===== config.mk =====
export PLATFORM = sky130hd
export DESIGN_NAME = tseq_top
export DESIGN_NICKNAME = d
export VERILOG_FILES = /design/src/rtl/tseq_pkg.sv /design/src/rtl/tseq_timer_if.sv /design/src/rtl/tseq_timer.sv /design/src/rtl/tseq_top.sv
export VERILOG_INCLUDE_DIRS = /design/src /design/src/rtl
export SDC_FILE = /design/constraint.sdc
export NUM_CORES = 2
export LEC_CHECK = 0
export BUFFER_PORTS_ARGS = -buffer_cell sky130_fd_sc_hd__buf_2
export CAP_MARGIN = 20
export CORE_MARGIN = 1.5
export CORE_UTILIZATION = 50
export CTS_BUF_LIST = sky130_fd_sc_hd__clkbuf_2 sky130_fd_sc_hd__clkbuf_4 sky130_fd_sc_hd__clkbuf_8
export CTS_CLUSTER_SIZE = 14
export DETAILED_ROUTE_END_ITERATION = 8
export PLACE_DENSITY = 0.68
export SLEW_MARGIN = 20
export SYNTH_ARGS = -nofsm -noshare
export SYNTH_HDL_FRONTEND = slang
export SYNTH_HIERARCHICAL = 1
export SYNTH_SLANG_ARGS = --single-unit
export TNS_END_PERCENT = 1

===== constraint.sdc =====
create_clock -name sys_clk -period 48.9 [get_ports sys_clk]
set_input_delay 4.89 -clock sys_clk [delete_from_list [all_inputs] [get_ports sys_clk]]
set_output_delay 4.89 -clock sys_clk [all_outputs]
set_load 0.005 [all_outputs]

===== src/rtl/tseq_params.svh =====
// Purpose: constants of the trigger sequencer
// Assumes: 200 MHz sys_clk, 32-bit register port
// Notes: offsets are byte addresses
`ifndef TSEQ_PARAMS_SVH
`define TSEQ_PARAMS_SVH
// ----------------------------------------------------
// register offsets
// ----------------------------------------------------
`define TSEQ_CTRL     12'h000
`define TSEQ_STAT     12'h004
`define TSEQ_TLIM     12'h010
`define TSEQ_RLO      12'h020
`define TSEQ_RHI      12'h024
`define TSEQ_ERISE    12'h030
`define TSEQ_EFALL    12'h034
`define TSEQ_PVAL     12'h040
`define TSEQ_PCARE    12'h044
`define TSEQ_LVLA     12'h100
`define TSEQ_LVLB     12'h104
// ----------------------------------------------------
// level word fields
// ----------------------------------------------------
`define TSEQ_LA_PSEL  0
`define TSEQ_LA_SSEL  5
`define TSEQ_LA_TGT   10
`define TSEQ_LA_DUR   14
`define TSEQ_LA_T0    16
`define TSEQ_LA_T1    19
`define TSEQ_LA_SEN   22
`define TSEQ_LA_CONS  23
`define TSEQ_LA_QUAL  24
`define TSEQ_LA_W     25
// ----------------------------------------------------
// control fields and reset values
// ----------------------------------------------------
`define TSEQ_C_ARM    0
`define TSEQ_C_TIME   1
`define TSEQ_C_STO    2
`define TSEQ_C_TRIG   4
`define TSEQ_C_SSEL   8
`define TSEQ_TMR_NS   400
`define TSEQ_CLK_MHZ  200
`define TSEQ_TMR_CYC  ((`TSEQ_TMR_NS * `TSEQ_CLK_MHZ + 999) / 1000)
`endif


===== src/rtl/tseq_pkg.sv =====
// Purpose: types of the trigger sequencer
// Assumes: nothing
// Notes: gray codes along the usual path
package tseq_pkg;
  typedef enum logic [2:0] {
    TSEQ_T_OFF   = 3'h0,
    TSEQ_T_START = 3'h1,
    TSEQ_T_STOP  = 3'h2,
    TSEQ_T_PAUSE = 3'h3,
    TSEQ_T_CONT  = 3'h4
  } tseq_tact_t;
  typedef enum logic [1:0] {
    TSEQ_TI_IDLE = 2'h0,
    TSEQ_TI_RUN  = 2'h1,
    TSEQ_TI_HALT = 2'h2,
    TSEQ_TI_DONE = 2'h3
  } tseq_tst_t;
  typedef enum logic [1:0] {
    TSEQ_S_IDLE = 2'h0,
    TSEQ_S_RUN  = 2'h1,
    TSEQ_S_DONE = 2'h3
  } tseq_st_t;
endpackage


===== src/rtl/tseq_timer_if.sv =====
// Purpose: link between sequencer and one timer
// Assumes: single clock
// Notes: action is a one-cycle entry command
`timescale 1ns/1ps
`default_nettype none
interface tseq_timer_if;
  tseq_pkg::tseq_tact_t action;
  logic [31:0]          limit;
  logic                 expired;
  modport ctl (output action, output limit, input expired);
  modport tmr (input action, input limit, output expired);
endinterface
`default_nettype wire


===== src/rtl/tseq_timer.sv =====
// Purpose: one global timer of the sequencer
// Assumes: limit in sys_clk cycles, at least 1
// Notes: actions override counting
`timescale 1ns/1ps
`default_nettype none
module tseq_timer (
  // clock and reset
  input wire logic   sys_clk,
  input wire logic   rst,
  // control
  tseq_timer_if.tmr  tif
);
  tseq_pkg::tseq_tst_t st;
  logic [31:0]         count;
  logic [31:0]         count_nx;
  assign count_nx = count + 32'h0000_0001;

  // --------------------------------------------------
  // timer state
  // --------------------------------------------------
  always_ff @(posedge sys_clk or posedge rst) begin
    if (rst) begin
      st          <= tseq_pkg::TSEQ_TI_IDLE;
      count       <= 32'h0;
      tif.expired <= 1'b0;
    end else begin
      case (tif.action)
        tseq_pkg::TSEQ_T_STOP: begin
          st          <= tseq_pkg::TSEQ_TI_IDLE;
          count       <= 32'h0;
          tif.expired <= 1'b0;
        end
        tseq_pkg::TSEQ_T_START: begin
          st          <= tseq_pkg::TSEQ_TI_RUN;
          count       <= 32'h0;
          tif.expired <= 1'b0;
        end
        tseq_pkg::TSEQ_T_PAUSE: begin
          if (st == tseq_pkg::TSEQ_TI_RUN) begin
            st <= tseq_pkg::TSEQ_TI_HALT;
          end
        end
        tseq_pkg::TSEQ_T_CONT: begin
          if (st == tseq_pkg::TSEQ_TI_HALT) begin
            st <= tseq_pkg::TSEQ_TI_RUN;
          end
        end
        default: begin
          if (st == tseq_pkg::TSEQ_TI_RUN) begin
            if (count_nx >= tif.limit) begin
              st          <= tseq_pkg::TSEQ_TI_DONE;
              count       <= 32'h0;
              tif.expired <= 1'b1;
            end else begin
              count <= count_nx;
            end
          end
        end
      endcase
    end
  end
endmodule // tseq_timer
`default_nettype wire


===== src/rtl/tseq_top.sv =====
// Purpose: multi-level trigger sequencer
// Assumes: W at most 32, LEVELS at most 16
// Notes: one sample evaluated per smp_valid
//
// Decided for this implementation: the address-and-strobe port and the address map.
`include "tseq_params.svh"
`timescale 1ns/1ps
`default_nettype none
module tseq_top #(
  parameter int W      = 32,
  parameter int LEVELS = 12
) (
  // clock and reset
  input  wire logic        sys_clk,
  input  wire logic        rst,
  // register port
  input  wire logic [11:0] reg_addr,
  input  wire logic [31:0] reg_wdata,
  input  wire logic        reg_wr,
  input  wire logic        reg_rd,
  output logic      [31:0] reg_rdata,
  // samples
  input  wire logic        smp_valid,
  input  wire logic [W-1:0] smp_data,
  // acquisition side
  output logic             trig_pulse,
  output logic             store_en,
  output logic             triggered,
  output logic      [3:0]  cur_level
);
  localparam logic [3:0] LAST = 4'(LEVELS - 1);

  // --------------------------------------------------
  // configuration storage
  // --------------------------------------------------
  logic [W-1:0]  pat_val  [10];
  logic [W-1:0]  pat_care [10];
  logic [W-1:0]  value_window_lo [2];
  logic [W-1:0]  value_window_hi [2];
  logic [W-1:0]  edge_rise [2];
  logic [W-1:0]  edge_fall [2];
  logic [31:0]   tmr_lim  [2];
  logic [`TSEQ_LA_W-1:0] lvl_a [LEVELS];
  logic [15:0]   lvl_b    [LEVELS];
  logic          timing;
  logic [1:0]    sto_mode;
  logic [3:0]    trig_lvl;
  logic [4:0]    sto_sel;
  logic [W-1:0]  prev;
  tseq_pkg::tseq_st_t st;
  logic [15:0]   occ;
  logic [15:0]   run;

  // --------------------------------------------------
  // helpers
  // --------------------------------------------------
  function automatic logic pat_hit(input logic [W-1:0] d,
                                   input logic [W-1:0] v,
                                   input logic [W-1:0] c);
    pat_hit = ((d ^ v) & c) == '0;
  endfunction

  function automatic logic pick(input logic [15:0] t,
                                input logic [4:0]  s);
    pick = t[s[3:0]] ^ s[4];
  endfunction

  function automatic logic [11:0] slot(input logic [11:0] base,
                                       input int          i,
                                       input int          step);
    slot = base + 12'(i * step);
  endfunction

  // --------------------------------------------------
  // resource terms
  // --------------------------------------------------
  tseq_timer_if tif0 ();
  tseq_timer_if tif1 ();
  logic [15:0] term;
  always_comb begin
    term = 16'h0;
    for (int i = 0; i < 10; i++) begin
      term[i] = pat_hit(smp_data, pat_val[i], pat_care[i]);
    end
    for (int r = 0; r < 2; r++) begin
      term[10 + r] = smp_data >= value_window_lo[r]
                  && smp_data <= value_window_hi[r];
    end
    for (int e = 0; e < 2; e++) begin
      term[12 + e] = timing
        && |((edge_rise[e] & smp_data & ~prev)
           | (edge_fall[e] & ~smp_data & prev));
    end
    term[14] = tif0.expired;
    term[15] = tif1.expired;
  end

  // --------------------------------------------------
  // level evaluation
  // --------------------------------------------------
  logic [`TSEQ_LA_W-1:0] la;
  logic [15:0] cnt;
  logic [15:0] occ_nx;
  logic [15:0] run_nx;
  logic [1:0]  dmode;
  logic        p;
  logic        hit;
  logic        is_last;
  logic        sec_ok;
  logic        prim_ok;
  logic        go;
  logic        arm_wr;
  logic        trig_hit;
  logic        enter;
  logic        sec_take;
  logic [3:0]  next_cur;
  logic [`TSEQ_LA_W-1:0] ln;

  assign arm_wr = reg_wr && reg_addr == `TSEQ_CTRL;
  assign go     = st == tseq_pkg::TSEQ_S_RUN && smp_valid;
  assign occ_nx = occ + 16'h0001;
  assign run_nx = run + 16'h0001;

  always_comb begin
    la      = lvl_a[cur_level];
    cnt     = lvl_b[cur_level];
    p       = pick(term, la[`TSEQ_LA_PSEL +: 5]);
    dmode   = timing ? la[`TSEQ_LA_DUR +: 2] : 2'h0;
    is_last = cur_level == LAST;
    sec_ok  = la[`TSEQ_LA_SEN]
           && pick(term, la[`TSEQ_LA_SSEL +: 5])
           && !is_last && dmode == 2'h0;
    hit     = 1'b0;
    case (dmode)
      2'h0: begin
        // with QUAL set, a true secondary term blocks a coincident count
        hit     = p && !(la[`TSEQ_LA_QUAL] && sec_ok);
        prim_ok = hit && occ_nx >= cnt;
      end
      2'h1: prim_ok = p && run_nx >= cnt;
      2'h2: prim_ok = !p && run != 16'h0 && run <= cnt;
      default: prim_ok = 1'b0;
    endcase
  end

  always_comb begin
    trig_hit = go && prim_ok && cur_level == trig_lvl;
    sec_take = go && !prim_ok && sec_ok;
    enter    = 1'b0;
    next_cur = cur_level;
    if (arm_wr) begin
      enter    = reg_wdata[`TSEQ_C_ARM];
      next_cur = 4'h0;
    end else if (go && prim_ok && !trig_hit && !is_last) begin
      enter    = 1'b1;
      next_cur = cur_level + 4'h1;
    end else if (sec_take) begin
      enter    = 1'b1;
      next_cur = la[`TSEQ_LA_TGT +: 4];
    end
  end

  // --------------------------------------------------
  // timers, commanded on level entry
  // --------------------------------------------------
  always_comb begin
    ln          = lvl_a[next_cur];
    tif0.limit  = tmr_lim[0];
    tif1.limit  = tmr_lim[1];
    tif0.action = tseq_pkg::TSEQ_T_OFF;
    tif1.action = tseq_pkg::TSEQ_T_OFF;
    if (enter) begin
      tif0.action = tseq_pkg::tseq_tact_t'(ln[`TSEQ_LA_T0 +: 3]);
      tif1.action = tseq_pkg::tseq_tact_t'(ln[`TSEQ_LA_T1 +: 3]);
    end
  end

  tseq_timer u_tmr0 (
    .sys_clk (sys_clk),
    .rst     (rst),
    .tif     (tif0)
  );
  tseq_timer u_tmr1 (
    .sys_clk (sys_clk),
    .rst     (rst),
    .tif     (tif1)
  );

  // --------------------------------------------------
  // register writes
  // --------------------------------------------------
  always_ff @(posedge sys_clk or posedge rst) begin
    if (rst) begin
      timing   <= 1'b0;
      sto_mode <= 2'h0;
      trig_lvl <= 4'h0;
      sto_sel  <= 5'h0;
      for (int i = 0; i < 10; i++) begin
        pat_val[i]  <= '0;
        pat_care[i] <= '0;
      end
      for (int i = 0; i < 2; i++) begin
        value_window_lo[i] <= '0;
        value_window_hi[i] <= '1;
        edge_rise[i]       <= '0;
        edge_fall[i]       <= '0;
        tmr_lim[i]         <= 32'(`TSEQ_TMR_CYC);
      end
      for (int j = 0; j < LEVELS; j++) begin
        lvl_a[j] <= '0;
        lvl_b[j] <= 16'h0;
      end
    end else if (reg_wr) begin
      if (reg_addr == `TSEQ_CTRL) begin
        timing   <= reg_wdata[`TSEQ_C_TIME];
        sto_mode <= reg_wdata[`TSEQ_C_STO +: 2];
        trig_lvl <= reg_wdata[`TSEQ_C_TRIG +: 4];
        sto_sel  <= reg_wdata[`TSEQ_C_SSEL +: 5];
      end
      for (int i = 0; i < 10; i++) begin
        if (reg_addr == slot(`TSEQ_PVAL, i, 8)) begin
          pat_val[i] <= reg_wdata[W-1:0];
        end
        if (reg_addr == slot(`TSEQ_PCARE, i, 8)) begin
          pat_care[i] <= reg_wdata[W-1:0];
        end
      end
      for (int i = 0; i < 2; i++) begin
        if (reg_addr == slot(`TSEQ_RLO, i, 8)) begin
          value_window_lo[i] <= reg_wdata[W-1:0];
        end
        if (reg_addr == slot(`TSEQ_RHI, i, 8)) begin
          value_window_hi[i] <= reg_wdata[W-1:0];
        end
        if (reg_addr == slot(`TSEQ_ERISE, i, 8)) begin
          edge_rise[i] <= reg_wdata[W-1:0];
        end
        if (reg_addr == slot(`TSEQ_EFALL, i, 8)) begin
          edge_fall[i] <= reg_wdata[W-1:0];
        end
        if (reg_addr == slot(`TSEQ_TLIM, i, 4)) begin
          tmr_lim[i] <= reg_wdata;
        end
      end
      for (int j = 0; j < LEVELS; j++) begin
        if (reg_addr == slot(`TSEQ_LVLA, j, 8)) begin
          lvl_a[j] <= reg_wdata[`TSEQ_LA_W-1:0];
        end
        if (reg_addr == slot(`TSEQ_LVLB, j, 8)) begin
          lvl_b[j] <= reg_wdata[15:0];
        end
      end
    end
  end

  // --------------------------------------------------
  // run state and level
  // --------------------------------------------------
  always_ff @(posedge sys_clk or posedge rst) begin
    if (rst) begin
      st        <= tseq_pkg::TSEQ_S_IDLE;
      cur_level <= 4'h0;
    end else begin
      if (arm_wr) begin
        st <= reg_wdata[`TSEQ_C_ARM] ? tseq_pkg::TSEQ_S_RUN
                                     : tseq_pkg::TSEQ_S_IDLE;
      end else if (trig_hit) begin
        st <= tseq_pkg::TSEQ_S_DONE;
      end
      cur_level <= next_cur;
    end
  end

  // --------------------------------------------------
  // occurrence and duration counters
  // --------------------------------------------------
  always_ff @(posedge sys_clk or posedge rst) begin
    if (rst) begin
      occ <= 16'h0;
      run <= 16'h0;
    end else if (arm_wr || enter) begin
      occ <= 16'h0;
      run <= 16'h0;
    end else if (go) begin
      if (hit) begin
        occ <= occ_nx;
      end else if (la[`TSEQ_LA_CONS]) begin
        occ <= 16'h0;
      end
      run <= p ? run_nx : 16'h0;
    end
  end

  // --------------------------------------------------
  // trigger and storage outputs
  // --------------------------------------------------
  always_ff @(posedge sys_clk or posedge rst) begin
    if (rst) begin
      trig_pulse <= 1'b0;
      triggered  <= 1'b0;
      store_en   <= 1'b0;
      prev       <= '0;
    end else begin
      trig_pulse <= trig_hit;
      if (arm_wr) begin
        triggered <= 1'b0;
      end else if (trig_hit) begin
        triggered <= 1'b1;
      end
      if (smp_valid) begin
        prev <= smp_data;
      end
      store_en <= 1'b0;
      if (smp_valid && st == tseq_pkg::TSEQ_S_DONE) begin
        store_en <= 1'b1;
      end else if (smp_valid && st == tseq_pkg::TSEQ_S_RUN) begin
        case (sto_mode)
          2'h0:    store_en <= 1'b1;
          2'h1:    store_en <= 1'b0;
          2'h2:    store_en <= pick(term, sto_sel);
          default: store_en <= 1'b0;
        endcase
      end
    end
  end

  // --------------------------------------------------
  // register reads
  // --------------------------------------------------
  logic [31:0] rd_mux;
  always_comb begin
    rd_mux = 32'h0;
    if (reg_addr == `TSEQ_CTRL) begin
      rd_mux = {19'h0, sto_sel, trig_lvl, sto_mode, timing,
                st == tseq_pkg::TSEQ_S_RUN};
    end
    if (reg_addr == `TSEQ_STAT) begin
      rd_mux = {24'h0, tif1.expired, tif0.expired,
                st == tseq_pkg::TSEQ_S_RUN, triggered, cur_level};
    end
    for (int i = 0; i < 10; i++) begin
      if (reg_addr == slot(`TSEQ_PVAL, i, 8)) rd_mux = 32'(pat_val[i]);
      if (reg_addr == slot(`TSEQ_PCARE, i, 8)) rd_mux = 32'(pat_care[i]);
    end
    for (int i = 0; i < 2; i++) begin
      if (reg_addr == slot(`TSEQ_RLO, i, 8)) begin
        rd_mux = 32'(value_window_lo[i]);
      end
      if (reg_addr == slot(`TSEQ_RHI, i, 8)) begin
        rd_mux = 32'(value_window_hi[i]);
      end
      if (reg_addr == slot(`TSEQ_ERISE, i, 8)) rd_mux = 32'(edge_rise[i]);
      if (reg_addr == slot(`TSEQ_EFALL, i, 8)) rd_mux = 32'(edge_fall[i]);
      if (reg_addr == slot(`TSEQ_TLIM, i, 4)) rd_mux = tmr_lim[i];
    end
    for (int j = 0; j < LEVELS; j++) begin
      if (reg_addr == slot(`TSEQ_LVLA, j, 8)) rd_mux = 32'(lvl_a[j]);
      if (reg_addr == slot(`TSEQ_LVLB, j, 8)) rd_mux = 32'(lvl_b[j]);
    end
  end

  always_ff @(posedge sys_clk or posedge rst) begin
    if (rst) begin
      reg_rdata <= 32'h0;
    end else begin
      reg_rdata <= reg_rd ? rd_mux : 32'h0;
    end
  end
endmodule // tseq_top
`default_nettype wire


==> impl_metrics.tcl <==
set metrics [dict create \
    mostFrequentLayoutCells "1567 x dfrtp_1, 1508 x mux2_2, 442 x nand2_1, 376 x a22oi_1, 367 x clkbuf_8" \
    pre_cts_ws_ns 35.29 \
    htree_levels 5 \
    fmax_ghz 0.0771 \
    grt_use_total 0.434 \
    num_vias 76700 \
    gp_congestion 1.07 \
    holdBufCountCts 0 \
    final-setup-viol-count 0 \
    final_common_cell "dfrtp_1" \
    wl_per_cell_um 38.4 \
    cts_tree "done" \
    finClkSkew_ns 0.0965 \
    drive_gt1_frac 0.327 \
    min_period_ns 12.96 \
    synth_seq_area_share 0.453 \
    synthFlopType "dfrtp_1" \
    rows 156 \
    cpMaxStageDelayCell "o31ai_2" \
    grt_pass1_wl_mm 568 \
    clkSinkCount 1638 \
    critPathKind "in2reg" \
    dr.first_iter.drc_count 11600 \
    grt_setup_unrepaired "no" \
    overflow 0 \
    wl_mm 407 \
    start_util 0.502 \
    die_height_um 429 \
    yosys.area.top_type "dfrtp_1" \
    critPathMaxStageDelay_ns 0.79 \
    cp_max_fo 32 \
    ys_warn_count 6 \
    drcViolationCount 1 \
    antenna_found_initial 52 \
    hpwl_mm 277 \
    cts.clk_slew.worst_paths_ns 0.06 \
    grt_pass1_vias 74000 \
    async_flop_share 1.00 \
    post_cts_resized 0 \
    cts_made_buffers 307 \
    core-area_mm2 0.180 \
    postCtsSetupBuffers 0 \
    peakVddDrop_mv 0.0228 \
    arrival_ns 13.99 \
    relSlewSlack 0.129 \
    power.density_mw_per_mm2 32.9 \
    worstPathRequired_ns 49.93 \
    portBuffers 119 \
    drt_first_pass_iters 9 \
    status "finished, violations left" \
    tightest_slew_ns 1.30 \
    netlist_instances 7973 \
    synth_top_cells_by_area "dfrtp_1 43%, mux2_2 19%, ha_1 3.4%, xor2_1 3.4%, a22oi_1 3.1%" \
    fin_crit_sh 0.265 \
    synth_top_area_frac 0.434 \
    routed_via_density 7.23 \
    clk-insertion-delay-late_ns 1.15 \
    crit_path_end_kind "flip-flop" \
    finalHoldViolations 0 \
    hold_path_class "reg2reg" \
    area_growth_pct 10.5 \
    die_area_mm2 0.184 \
    syn_area_mm2 0.0906 \
    startpoint_type "input port" \
    grt_max_degree 183 \
    synth_nets 8300 \
    final_nets 8337 \
    cts-root-buf "clkbuf_8" \
    failed_checks "design-rule violations" \
    die_width_um 429 \
    synth_edf_count 0 \
    max_cap_viol_count 0 \
    slew_violations 0 \
    ios 120 \
    fin_setup_tns_ns 0 \
    avgSynthCellArea_um2 11.4 \
    nFillCells 15700 \
    setup_slack_ns 35.94 \
    ys_seq_elements 1638 \
    cts.path.max_buffers 4 \
    ant_nets 0 \
    synth.distinct_cells 103 \
    p_leak_nw 47.4 \
]
==> per-layer routing <==
metal	GRT usage	vias up	wire (um)
met5	0	-	205
met4	0.321	30	38100
met3	0.161	1934	53700
met2	0.628	6209	171000
met1	0.530	38700	145000
li1	-	29900	-
==> cell type report <==
type                    count  area (um^2)  area share
well taps                2370         2970      0.0296
multi-input cells        5470        46300       0.462
flip-flops and latches   1638        41100       0.411
inverters                 239          901     0.00900
clock buffers             468         5810      0.0581
clock inverters            43          465     0.00465
diodes                     30         75.1    0.000750
repair buffers            354         2480      0.0248
==> logic make-up (layout without fill, tap and decap cells) <==
logic type	count (synthesis)	count (layout)	share of synthesized area
mux	1659	1659	0.219
compound gates	1645	1645	0.129
flops	1638	1638	0.453
simple gates	1505	1505	0.0849
buf+inv	865	1104	0.0397
xor+xnor	415	415	0.0401
fa+ha+maj	246	246	0.0340
other cells	0	30	0
==> registers in the layout, summed over array words and instances (netlist names), 4 cells and up <==
register / flops
prev: 32
cur_level: 4
u_tmr0/count: 32
trig_lvl: 4
edge_fall: 64
lvl_b: 192
occ: 16
sto_sel: 5
lvl_a: 300
u_tmr1/count: 32
pat_care: 320
edge_rise: 64
pat_val: 320
reg_rdata: 32
value_window_hi: 64
run: 16
tif1.limit: 32
tif0.limit: 32
value_window_lo: 64
==> power by group <==
part / switching [mW] / leakage [nW] / internal [mW]
Clock: 0.618 / 3.34 / 0.800
Sequential: 0.0302 / 22.5 / 1.37
Combinational: 0.339 / 21.6 / 0.139
==> Yosys cell counts (16+ instances only) <==
master	number
a2111oi_0	20
a211oi_1	48
a21o_1	39
a21oi_1	280
a221o_1	25
a221oi_1	126
a222oi_1	37
a22o_1	45
a22oi_1	376
a31o_1	18
a31oi_1	40
and2_1	37
and3_1	43
buf_1	143
buf_2	56
buf_6	29
clkbuf_1	391
dfrtp_1	1570
dfstp_2	68
ha_1	246
inv_1	237
mux2_2	1508
mux2i_1	44
mux4_2	98
nand2_1	465
nand3_1	126
nand3b_1	149
nand4_1	167
nor2_1	280
nor2b_1	19
nor3_1	73
nor4_1	43
o211ai_1	52
o21a_1	16
o21ai_0	241
o221ai_1	47
o22ai_1	78
xnor2_1	66
xor2_1	349
==> worst max-delay path, delay by kind of cell <==
family	cells	cell delay, ns
fa+ha+maj	1	0.37
simple gates	10	2.83
compound gates	8	3.03
mux	1	0.36
buf+inv	6	2.47
==> path summary, 6_finish.rpt <==
check,from,end,slack (ns),cells after the start
max in group asynchronous,rst,pat_val[201]$_DFFE_PP0P_,40.43,7
worst max-delay path,smp_data[0],u_tmr0/count[2]$_DFFE_PP0P_,35.94,26
worst min-delay path,st[0]$_DFFE_PP0P_,st[0]$_DFFE_PP0P_,0.50,2
min in group asynchronous,rst,tif0.limit[13]$_DFFE_PP0P_,3.83,2
worst max register to register,cur_level[0]$_DFF_PP0_,u_tmr0/count[2]$_DFFE_PP0P_,38.08,29
worst min register to register,st[0]$_DFFE_PP0P_,st[0]$_DFFE_PP0P_,0.50,2
==> through the flow <==
stage / instances / total power [mW] / hold WS, ns / util / area (um^2)
after global placement: 10100 / 1.88 / 0.481 / 0.519 / 93500
after global routing: 10600 / 3.38 / 0.524 / 0.554 / 100000
after floorplan: 7973 / 1.75 / 0.461 / - / 90600
final: 10600 / 3.30 / 0.497 / 0.555 / 100000
after detailed placement: 10100 / 1.88 / 0.485 / 0.519 / 93600
after CTS: 10600 / 3.28 / 0.498 / 0.554 / 99800
(Power assumes the default switching activity.)
